## src/inc/ksp_pkg.sv

```systemverilog
// shared constants and types for the keyscan port and status register bank
package ksp_pkg;
   // register addresses
   localparam logic [7:0] KSP_ADDR_PORT_CFG  = 8'h06;
   localparam logic [7:0] KSP_ADDR_DISP_TEST = 8'h07;
   localparam logic [7:0] KSP_ADDR_KEY_DEB   = 8'h08;
   localparam logic [7:0] KSP_ADDR_KEY_PRS   = 8'h0C;
   // port configuration field positions
   localparam int KSP_ALLOC_MSB  = 7;
   localparam int KSP_ALLOC_LSB  = 5;
   localparam int KSP_MODE_B_BIT = 4;
   localparam int KSP_MODE_A_BIT = 3;
   localparam int KSP_LVL_B_BIT  = 2;
   localparam int KSP_LVL_A_BIT  = 1;
   localparam int KSP_IRQ_BIT    = 0;
   localparam int KSP_TEST_BIT   = 0;
   // reset values
   localparam logic [2:0] KSP_ALLOC_RST = 3'h4;
   localparam logic [1:0] KSP_MODE_RST  = 2'h0;
   localparam logic [7:0] KSP_KEY_RST   = 8'h00;
   // pin allocation codes on bits 7..5
   localparam logic [2:0] KSP_ALLOC_LOW   = 3'h0;
   localparam logic [2:0] KSP_ALLOC_HIGH  = 3'h1;
   localparam logic [2:0] KSP_ALLOC_IRQ_L = 3'h2;
   localparam logic [2:0] KSP_ALLOC_IRQ_H = 3'h3;
   // display test duty in 64ths
   localparam logic [5:0] KSP_TEST_DUTY = 6'h1C;
   // full scan / debounce cycle
   localparam int KSP_SCAN_MS     = 41;
   localparam int KSP_CLK_MHZ     = 100;
   localparam int KSP_SCAN_CYCLES = KSP_SCAN_MS * 1000 * KSP_CLK_MHZ;
   // key count per enabled digit
   localparam int KSP_KEYS_PER_DIGIT = 2;
   // debounce tracking states per key
   typedef enum logic [2:0] {
      KSP_KEY_IDLE = 3'b001,
      KSP_KEY_SEEN = 3'b010,
      KSP_KEY_HELD = 3'b100
   } ksp_key_state_t;
endpackage

```

## src/logic/ksp_regs.sv

```systemverilog
// keyscan port configuration, key status and display test register bank
// Notes on behaviour
// - shared pin is segment output or open-drain output (interrupt or host level)
// - config bits 7..5: 000 low, 001 high, 010 irq low, 011 irq high, 1xx segment
// - bit 4 selects scan input b mode, bit 3 scan input a; 1 is keyscan
// - config read returns allocation, modes, input b/a levels, and interrupt flag in bit 0
// - eight keys tracked with both inputs in keyscan, four with only one
// - debounced register holds one bit per key, set on debounce since last read
// - debounced register clears after being read; new bits OR in meanwhile
// - no event queue; only accumulated per-key bits are kept
// - reading the debounced register drops the interrupt
// - a held key is reported once; it must be seen released first
// - writes to the debounced register are discarded
// - pressed register reloads after every scan test with the latest samples
// - reading the pressed register changes nothing
// - writes to the pressed register are discarded
// - display test register bit 0: 0 normal, 1 display test
// - display test lights every led; port configuration stays in effect
// - display test forces duty 28/64 regardless of intensity
// - a key debounces when found pressed in two consecutive samples after being unpressed
// - only two keys per enabled digit are scanned
`timescale 1ns/100ps
module ksp_regs
   import ksp_pkg::*;
#(
   parameter int NUM_KEYS = 8
)(
   // clock, reset, enable
   input  wire logic       sys_clk,
   input  wire logic       rst_n,
   input  wire logic       clk_en,
   // register access from the serial interface engine
   input  wire logic [7:0] reg_addr,
   input  wire logic [7:0] reg_wdata,
   input  wire logic       reg_wr,
   input  wire logic       reg_rd,
   output logic      [7:0] reg_rdata,
   // scan engine
   input  wire logic [1:0] scan_limit,
   input  wire logic       scan_stb,
   input  wire logic [7:0] scan_pressed,
   // input pins
   input  wire logic       scan_input_a,
   input  wire logic       scan_input_b,
   // shared pin, open drain: oe low means driven
   input  wire logic       seg_drive,
   output logic            shared_irq_segment_pin_o,
   output logic            shared_irq_segment_pin_oe_n,
   output logic            ninth_segment_output,
   // display control towards the led engine
   output logic            test_mode,
   output logic      [5:0] test_duty
);
   logic [2:0]          alloc_r;
   logic [1:0]          mode_r;
   logic                test_r;
   logic [7:0]          deb_r;
   logic [7:0]          prs_r;
   logic                irq_r;
   logic [NUM_KEYS-1:0] key_en;
   logic [NUM_KEYS-1:0] key_hit;
   logic [7:0]          new_deb;
   logic                rd_deb;
   logic                wr_cfg;
   logic                pin_lvl_nxt;
   logic                pin_oe_n_nxt;

   assign rd_deb = reg_rd && (reg_addr == KSP_ADDR_KEY_DEB);
   // writes to 0x08 and 0x0C decode to nothing
   assign wr_cfg = reg_wr && (reg_addr == KSP_ADDR_PORT_CFG);

   // key k sits on digit k%4 and on input a for k<4, input b for k>=4
   genvar k;
   generate
      for (k = 0; k < NUM_KEYS; k++) begin : g_key
         localparam logic [1:0] DIGIT = 2'(k % 4);
         assign key_en[k] = (DIGIT <= scan_limit)
                            && ((k < 4) ? mode_r[0] : mode_r[1]);
         ksp_key_track u_track (
            .sys_clk         (sys_clk),
            .rst_n           (rst_n),
            .clk_en          (clk_en),
            .enable          (key_en[k]),
            .sample_stb      (scan_stb),
            .pressed         (scan_pressed[k]),
            .debounced_pulse (key_hit[k])
         );
      end
   endgenerate
   assign new_deb = 8'(key_hit);

   // port configuration
   always_ff @(posedge sys_clk) begin
      if (!rst_n) begin
         alloc_r <= KSP_ALLOC_RST;
         mode_r  <= KSP_MODE_RST;
      end else if (clk_en && wr_cfg) begin
         alloc_r <= reg_wdata[KSP_ALLOC_MSB:KSP_ALLOC_LSB];
         mode_r  <= {reg_wdata[KSP_MODE_B_BIT], reg_wdata[KSP_MODE_A_BIT]};
      end
   end

   // display test
   always_ff @(posedge sys_clk) begin
      if (!rst_n) begin
         test_r <= 1'b0;
      end else if (clk_en && reg_wr && reg_addr == KSP_ADDR_DISP_TEST) begin
         test_r <= reg_wdata[KSP_TEST_BIT];
      end
   end

   // debounced latch: read clears, new hits in that cycle survive the clear
   always_ff @(posedge sys_clk) begin
      if (!rst_n) begin
         deb_r <= KSP_KEY_RST;
      end else if (clk_en) begin
         deb_r <= (rd_deb ? KSP_KEY_RST : deb_r) | new_deb;
      end
   end

   // interrupt flag: set wins over the read clear
   always_ff @(posedge sys_clk) begin
      if (!rst_n) begin
         irq_r <= 1'b0;
      end else if (clk_en) begin
         irq_r <= (irq_r && !rd_deb) || (|new_deb);
      end
   end

   // pressed register tracks the latest scan test only; reads never touch it
   always_ff @(posedge sys_clk) begin
      if (!rst_n) begin
         prs_r <= KSP_KEY_RST;
      end else if (clk_en && scan_stb) begin
         prs_r <= scan_pressed & 8'(key_en);
      end
   end

   // read data, registered; old debounced contents returned before the clear
   always_ff @(posedge sys_clk) begin
      if (!rst_n) begin
         reg_rdata <= 8'h00;
      end else if (clk_en && reg_rd) begin
         unique case (reg_addr)
            KSP_ADDR_PORT_CFG:  reg_rdata <= {alloc_r, mode_r[1], mode_r[0],
                                             scan_input_b, scan_input_a, irq_r};
            KSP_ADDR_DISP_TEST: reg_rdata <= {7'h00, test_r};
            KSP_ADDR_KEY_DEB:   reg_rdata <= deb_r;
            KSP_ADDR_KEY_PRS:   reg_rdata <= prs_r;
            default:            reg_rdata <= 8'h00;
         endcase
      end
   end

   // shared pin decode; config stays in effect in display test
   always_comb begin
      pin_lvl_nxt  = 1'b0;
      pin_oe_n_nxt = 1'b1;
      if (alloc_r[2]) begin
         pin_lvl_nxt  = 1'b0;
         pin_oe_n_nxt = 1'b1;
      end else begin
         unique case (alloc_r)
            KSP_ALLOC_LOW:   pin_oe_n_nxt = 1'b0;
            KSP_ALLOC_HIGH:  pin_oe_n_nxt = 1'b1;
            KSP_ALLOC_IRQ_L: pin_oe_n_nxt = !irq_r;
            KSP_ALLOC_IRQ_H: pin_oe_n_nxt = irq_r;
            default:         pin_oe_n_nxt = 1'b1;
         endcase
      end
   end

   // open drain: only low is actively driven, high is released to the pullup
   always_ff @(posedge sys_clk) begin
      if (!rst_n) begin
         shared_irq_segment_pin_o    <= 1'b0;
         shared_irq_segment_pin_oe_n <= 1'b1;
         ninth_segment_output        <= 1'b0;
      end else if (clk_en) begin
         shared_irq_segment_pin_o    <= pin_lvl_nxt;
         shared_irq_segment_pin_oe_n <= pin_oe_n_nxt;
         ninth_segment_output        <= alloc_r[2] && (seg_drive || test_r);
      end
   end

   always_ff @(posedge sys_clk) begin
      if (!rst_n) begin
         test_mode <= 1'b0;
         test_duty <= 6'h00;
      end else if (clk_en) begin
         test_mode <= test_r;
         test_duty <= KSP_TEST_DUTY;
      end
   end
endmodule

```

## src/logic/ksp_key_track.sv

```systemverilog
// one-key debounce tracker: two consecutive pressed samples, report once per press
`timescale 1ns/100ps
module ksp_key_track
   import ksp_pkg::*;
(
   // clock and control
   input  wire logic sys_clk,
   input  wire logic rst_n,
   input  wire logic clk_en,
   // per-key scan result
   input  wire logic enable,
   input  wire logic sample_stb,
   input  wire logic pressed,
   // result
   output logic      debounced_pulse
);
   ksp_key_state_t state_r;
   ksp_key_state_t state_nxt;

   always_comb begin
      state_nxt = state_r;
      if (!enable) begin
         state_nxt = KSP_KEY_IDLE;
      end else if (sample_stb) begin
         unique case (state_r)
            KSP_KEY_IDLE: state_nxt = pressed ? KSP_KEY_SEEN : KSP_KEY_IDLE;
            KSP_KEY_SEEN: state_nxt = pressed ? KSP_KEY_HELD : KSP_KEY_IDLE;
            KSP_KEY_HELD: state_nxt = pressed ? KSP_KEY_HELD : KSP_KEY_IDLE;
            default:      state_nxt = KSP_KEY_IDLE;
         endcase
      end
   end

   always_ff @(posedge sys_clk) begin
      if (!rst_n) begin
         state_r <= KSP_KEY_IDLE;
      end else if (clk_en) begin
         state_r <= state_nxt;
      end
   end

   // pulses only on entry to held, so a held key is reported once
   assign debounced_pulse = clk_en && (state_r == KSP_KEY_SEEN)
                            && (state_nxt == KSP_KEY_HELD);
endmodule

```

## config.mk

```make
export PLATFORM = sky130hd
export DESIGN_NAME = ksp_regs
export DESIGN_NICKNAME = d
export VERILOG_FILES = /design/src/inc/ksp_pkg.sv /design/src/logic/ksp_regs.sv /design/src/logic/ksp_key_track.sv
export SDC_FILE = /design/constraint.sdc
export NUM_CORES = 1
export LEC_CHECK = 0
export ABC_AREA = 1
export BUFFER_PORTS_ARGS = -buffer_cell sky130_fd_sc_hd__buf_2
export CAP_MARGIN = 20
export CORE_UTILIZATION = 50
export CTS_CLUSTER_DIAMETER = 50
export DETAILED_ROUTE_END_ITERATION = 10
export PLACE_DENSITY = 0.75
export SYNTH_ARGS = -nofsm -noshare
export SYNTH_HDL_FRONTEND = slang
export SYNTH_SLANG_ARGS = --single-unit
```

## constraint.sdc

```tcl
create_clock -name sys_clk -period 1.16 [get_ports sys_clk]
set_input_delay 0.058 -clock sys_clk [delete_from_list [all_inputs] [get_ports sys_clk]]
set_output_delay 0.058 -clock sys_clk [all_outputs]
set_load 0.02 [all_outputs]
```

== Word level (Yosys, flattened, before mapping) ==
Cells that the tools add are included.
Operators by class
  $lt $le $gt $ge: 4
  equality and inequality tests: 38
  mux-type cells: 44
  bitwise operators: 2
  reduce and logical (&&, ||, !) cells: 47
Operator list (count)
  3-bit two-way mux: 24
  3-bit equality test (second input constant): 16
  3-bit one-hot mux with 2 select lines: 8
  1-bit logical AND: 33
  8-bit one-hot mux with 4 select lines: 1
  3-bit by 2-bit equality test with 1-bit output (second input constant): 10
  3-bit by 1-bit equality test with 1-bit output (second input constant): 8
  8-bit by 3-bit equality test with 1-bit output (second input constant): 2
  8-bit by 4-bit equality test with 1-bit output (second input constant): 2
  2-bit two-way mux: 8
  2-bit OR reduction: 8
  8-bit AND: 1
  8-bit two-way mux: 1
  8-bit bitwise OR: 1
  8-bit OR reduction: 1
  1-bit by 2-bit less-or-equal comparator with 1-bit output (first input constant): 2
  2-bit less-or-equal comparator (first input constant): 2
  3-bit logical NOT: 1
  1-bit one-hot mux with 3 select lines: 1
  1-bit logical NOT: 2
  1-bit logical OR: 2
  1-bit two-way mux: 1
Storage, ports and cells
  register bits after elaboration: 59
  output and inout bits: 18
  logic and storage cells: 154

== Longest topological paths before layout ==
  depth after elaboration: 9
  gate-level depth with buffers: 13
  depth with buffers taken out: 13

== Hierarchy ==
Synthesis repeated with hierarchy kept, for this count alone.
Unflattened totals
  cell total of the unflattened synthesis: 532
  area total of the unflattened synthesis: 3492.1 um^2
By module, submodules not included
  ksp_regs: instances 1, cells an instance 236, area each 1760.4 um^2, seq. area each 700.7 um^2
  ksp_key_track: instances 8, cells an instance 37, area each 216.5 um^2, seq. area each 60.1 um^2

== Worst setup path before layout ==
No wires, ideal clock.
  path type: register -> register
  from: register mode_r[0]
  to: register irq_r
  setup time: 109 ps
  arrival: 1067 ps
  data required time: 1051 ps
  setup slack: -16 ps
  stages on the path, launching flop included: 11
  buffers on the path: 1
  period minus slack after synthesis: 1176 ps
  path through: dfxtp_1 > buf_2 > nand2_1 > a21oi_1 > a21oi_1 > nand2_1 > nand2_1 > nor2_1 > nand3_1 > nand2_1 > inv_1
On the way
  cells in the longest elaborated chain, start to end: 6
RTL lines
  start, declared: RTL line ksp_regs.sv:55  | logic [1:0] mode_r;
  start signal, assigned: RTL line ksp_regs.sv:99  | mode_r <= {reg_wdata[KSP_MODE_B_BIT], reg_wdata[KSP_MODE_A_BIT]};
  1-bit logical AND: RTL line ksp_regs.sv:78  | && ((k < 4) ? mode_r[0] : mode_r[1]);
  3-bit two-way mux: RTL line ksp_key_track.sv:22  | if (!enable) begin
  3-bit equality test: RTL line ksp_key_track.sv:44  | && (state_nxt == KSP_KEY_HELD);
  1-bit logical AND: RTL line ksp_key_track.sv:44
  8-bit OR reduction (*): RTL line ksp_regs.sv:126  | irq_r <= (irq_r && !rd_deb) || (|new_deb);
  1-bit logical OR (*): RTL line ksp_regs.sv:126
  end signal, assigned: RTL line ksp_regs.sv:126
  end, declared: RTL line ksp_regs.sv:59  | logic irq_r;
Every way passes the cells marked *; elsewhere a longest branch is shown, timed or not.
A chain may end at the register's enable or synchronous reset.

== Final worst setup path ==
  from: register mode_r[1]
  to: register irq_r
Same word-level chain as after synthesis.

==> impl_metrics.xml <==
<?xml version="1.0" encoding="UTF-8"?>
<metrics>
  <group name="run_status">
    <metric name="run_status" unit="">finished, violations left</metric>
    <metric name="failed_checks" unit="">negative setup slack</metric>
  </group>
  <group name="yosys">
    <metric name="synth_largest_type_area_fraction" unit="">0.366</metric>
    <metric name="synth.avg_cell_area" unit="um^2">6.44</metric>
    <metric name="synthTopCellsByArea" unit="">sky130_fd_sc_hd__dfxtp_1 (37%), sky130_fd_sc_hd__nand2_1 (15%), sky130_fd_sc_hd__a21oi_1 (10%)</metric>
    <metric name="ys_top_cells_by_count" unit="">sky130_fd_sc_hd__nand2_1 (125), sky130_fd_sc_hd__a21oi_1 (66), sky130_fd_sc_hd__dfxtp_1 (59), sky130_fd_sc_hd__inv_1 (59), sky130_fd_sc_hd__nand3_1 (47)</metric>
    <metric name="synth_enable_flop_cells" unit="">0</metric>
    <metric name="synth_unique_cells" unit="">27</metric>
    <metric name="yosysMostFrequentCell" unit="">sky130_fd_sc_hd__nand2_1</metric>
    <metric name="synth_ff_type" unit="">sky130_fd_sc_hd__dfxtp_1</metric>
    <metric name="yosysTopAreaCell" unit="">sky130_fd_sc_hd__dfxtp_1</metric>
    <metric name="synthesis.instances" unit="">501</metric>
    <metric name="synth.yosys.warnings" unit="">0</metric>
    <metric name="proportion_of_register_bits_with_asynchronous_set_or_reset_after_synthesis" unit="">0</metric>
    <metric name="ys_seq_elements" unit="">59</metric>
    <metric name="synth.cell_area" unit="um^2">3230</metric>
    <metric name="synth.yosys.seq_area_share" unit="">0.366</metric>
  </group>
  <group name="placed_design">
    <metric name="post-dp-hpwl" unit="mm">6.49</metric>
    <metric name="placed_cells" unit="">666</metric>
    <metric name="placement.setup.worst_slack" unit="ns">-0.163</metric>
    <metric name="finalWeightedCongestion" unit="">0.865</metric>
    <metric name="numPortBuffers" unit="">46</metric>
  </group>
  <group name="power">
    <metric name="power.density" unit="nW/um^2">1020</metric>
    <metric name="static_power_due_to_leakage" unit="nW">2.18</metric>
    <metric name="vdd_drop_max" unit="uV">752</metric>
  </group>
  <group name="drt">
    <metric name="drt.antenna.violating_nets" unit="">0</metric>
    <metric name="initial_drt_pass_iterations" unit="">6</metric>
    <metric name="wl" unit="mm">10.2</metric>
    <metric name="drt_iter0_markers" unit="">295</metric>
    <metric name="via_count" unit="">3843</metric>
    <metric name="drc_errors" unit="">0</metric>
    <metric name="viasPerCell" unit="">5.45</metric>
    <metric name="routed_wirelength_normalized_by_instance_count" unit="um">14.4</metric>
  </group>
  <group name="clock_network">
    <metric name="cts_num_sinks" unit="">59</metric>
    <metric name="clk_root_buffer_cell" unit="">sky130_fd_sc_hd__clkbuf_8</metric>
    <metric name="clock_tree.htree_level_count" unit="">3</metric>
    <metric name="clock_tree_buffer_depth" unit="">2</metric>
    <metric name="tritoncts.num_buffers" unit="">9</metric>
    <metric name="clock_insertion_delay_worst_skew" unit="ns">0.36</metric>
    <metric name="cts_tree" unit="">done</metric>
    <metric name="cts.reportedPaths.clkPinSlew" unit="ns">0.07</metric>
  </group>
  <group name="final_layout">
    <metric name="syn_to_final_growth" unit="%">45.4</metric>
    <metric name="drive_gt1_frac" unit="">0.417</metric>
    <metric name="layout.nets" unit="">660</metric>
    <metric name="post_layout_nonfiller_instances" unit="">705</metric>
    <metric name="antenna_cells" unit="">0</metric>
  </group>
  <group name="sta">
    <metric name="fin_setup_tns" unit="ns">-0.481</metric>
    <metric name="max_freq" unit="GHz">0.792</metric>
    <metric name="final_min_period_over_clock_period" unit="">1.09</metric>
    <metric name="setup_slack" unit="ns">-0.103</metric>
    <metric name="fin_skew" unit="ns">0.00722</metric>
    <metric name="report.final.setup_viol" unit="">10</metric>
    <metric name="timing.final.crit_period" unit="ns">1.26</metric>
    <metric name="unrepaired_setup_endpoints_after_global_routing" unit="">yes</metric>
    <metric name="hold_viol_final" unit="">0</metric>
    <metric name="max_slew_vio_count" unit="">0</metric>
  </group>
  <group name="critical_path">
    <metric name="worstSetupPathType" unit="">reg -&gt; reg</metric>
    <metric name="critical_path.cell_chain" unit="">nand2_1 -&gt; inv_2 -&gt; nand3_1 -&gt; a21oi_2 -&gt; nand2_2 -&gt; nand2_1 -&gt; nor2_1 -&gt; nand3_1 -&gt; nand2_1 -&gt; inv_1</metric>
    <metric name="required_time_of_the_worst_setup_path" unit="ns">1.47</metric>
    <metric name="worst_path_most_repeated_cell" unit="">sky130_fd_sc_hd__nand2_1</metric>
    <metric name="worstSetupEndpointType" unit="">flop</metric>
    <metric name="slowest_delay" unit="ns">0.39</metric>
    <metric name="worst-endpoint-arrival" unit="ns">1.57</metric>
    <metric name="reg2reg_setup_slack" unit="ns">-0.10</metric>
    <metric name="critPathSlowestCell" unit="">sky130_fd_sc_hd__dfxtp_4</metric>
    <metric name="timing.critical_path.from_type" unit="">flop</metric>
    <metric name="critPathMaxFanout" unit="">5</metric>
  </group>
  <group name="global_routing">
    <metric name="grt_pass1_vias" unit="">3383</metric>
    <metric name="global_route_wire_length_before_repair" unit="mm">15.0</metric>
    <metric name="groute.layer.met1.usage" unit="">0.345</metric>
    <metric name="gr-max-usage-layer" unit="">met2</metric>
    <metric name="globalRouteMet3Util" unit="">0.0516</metric>
    <metric name="grt_max_degree" unit="">23</metric>
    <metric name="gr-usage-all-layers" unit="">0.296</metric>
    <metric name="global_routing_usage_on_met2" unit="">0.508</metric>
    <metric name="grt_remaining_overflow" unit="">0</metric>
    <metric name="grt_antenna_before_repair" unit="">0</metric>
  </group>
  <group name="floorplan">
    <metric name="design.die.area" unit="um^2">6780</metric>
    <metric name="fp-row-count" unit="">28</metric>
    <metric name="core_area" unit="um^2">6060</metric>
    <metric name="floorplan.io_pins" unit="">53</metric>
    <metric name="die_y" unit="um">82.3</metric>
    <metric name="initial_core_util" unit="">0.532</metric>
    <metric name="floorplan.die.width" unit="um">82.3</metric>
  </group>
  <group name="min_path">
    <metric name="hold_path.class" unit="">in -&gt; reg</metric>
  </group>
  <group name="flow_run">
    <metric name="timing.max_cap.violations" unit="">0</metric>
  </group>
</metrics>
## cell usage in the layout (no fill, tap or decap), types with 4 or more instances in the layout
master,instances
sky130_fd_sc_hd__nand2_1,101
sky130_fd_sc_hd__buf_4,76
sky130_fd_sc_hd__a21oi_1,48
sky130_fd_sc_hd__buf_2,46
sky130_fd_sc_hd__nand3_1,43
sky130_fd_sc_hd__inv_1,40
sky130_fd_sc_hd__dfxtp_1,38
sky130_fd_sc_hd__nor2_1,37
sky130_fd_sc_hd__nand2_2,25
sky130_fd_sc_hd__inv_2,22
sky130_fd_sc_hd__a21oi_2,20
sky130_fd_sc_hd__o21ai_0,17
sky130_fd_sc_hd__dfxtp_4,15
sky130_fd_sc_hd__o211ai_1,13
sky130_fd_sc_hd__clkbuf_8,9
sky130_fd_sc_hd__o21ai_1,8
sky130_fd_sc_hd__dfxtp_2,6
sky130_fd_sc_hd__buf_6,6
sky130_fd_sc_hd__inv_4,5
sky130_fd_sc_hd__a211oi_1,5
sky130_fd_sc_hd__dlygate4sd3_1,5
sky130_fd_sc_hd__nor2_2,4
sky130_fd_sc_hd__nand3_2,4
sky130_fd_sc_hd__conb_1,4
## cell families (layout without fill, tap and decap cells)
family	Yosys count	count (layout)	share of synthesized area
buffers and inverters	94	220	0.128
AOI/OAI and AO/OA	121	121	0.211
DFF	59	59	0.366
other	1	4	0.00116
and+or+nand+nor	226	226	0.294
## worst paths after layout
path,start,end,depth (start not counted)
max,mode_r[1]$_SDFFE_PN0P_,irq_r$_SDFFE_PN0P_,10
max reg2reg,mode_r[1]$_SDFFE_PN0P_,irq_r$_SDFFE_PN0P_,10
min,scan_pressed[3],prs_r[3]$_SDFFE_PN0P_,3
min reg2reg,reg_rdata[0]$_SDFFE_PN0P_,reg_rdata[0]$_SDFFE_PN0P_,2
## area by class of cell
class	count	area, um^2
multi-input combinational	351	1890
clock inverter	5	77.6
fill	420	1370
sequential	59	1240
timing repair buffer	136	978
inverter	68	269
clock buffer	11	131
tap	75	93.8
## state kept, by name, indices dropped and copies added (netlist names)
register and count:
mode_r 2, test_mode 1, alloc_r 3, g_key.u_track.state_r 24
reg_rdata 8, test_r 1, prs_r 8, irq_r 1
test_duty 1, ninth_segment_output 1, deb_r 8, shared_irq_segment_pin_oe_n 1
## per-layer routing
metal  up-vias  share of wire
met1      1769           0.41
li1       1881              -
met3        36          0.056
met4         0          0.042
met2       157           0.49
met5         -              0
## what timing repair did
action                                 CTS  global route
gates resized for setup                 41            96
hold buffers                             5             0
gates cloned                             0             0
buffers inserted                         8            11
endpoints found under the hold margin    6             0
pin swaps                               13            32
setup endpoints to repair               17            25
## where the power goes
part / internal [W] / switching (W) / leakage [nW] / total [W]
Sequential: 0.00204 / 0.0000450 / 0.491 / 0.00209
Combinational: 0.000254 / 0.000373 / 1.58 / 0.000626
Clock: 0.00120 / 0.000860 / 0.103 / 0.00206
Total: 0.00350 / 0.00128 / 2.18 / 0.00478
## critical path, delay by kind of cell, from the launching register on
family	cells	cell delay [ns]
AND/OR/NAND/NOR	7	0.52
AO/OA/AOI/OAI	1	0.18
flip-flops	1	0.39
buffers and inverters	2	0.13
## per-stage QoR
step	hold WS (ns)	cell area, um^2	utilization	power (W)
floorplan	0.199	3260	-	0.00246
global placement	0.295	3960	0.653	0.00267
detailed placement	0.301	3960	0.653	0.00268
CTS	0.00417	4360	0.719	0.00472
global route	0.0174	4690	0.774	0.00495
finish	0.00252	4690	0.774	0.00478
(Power assumes the default switching activity.)
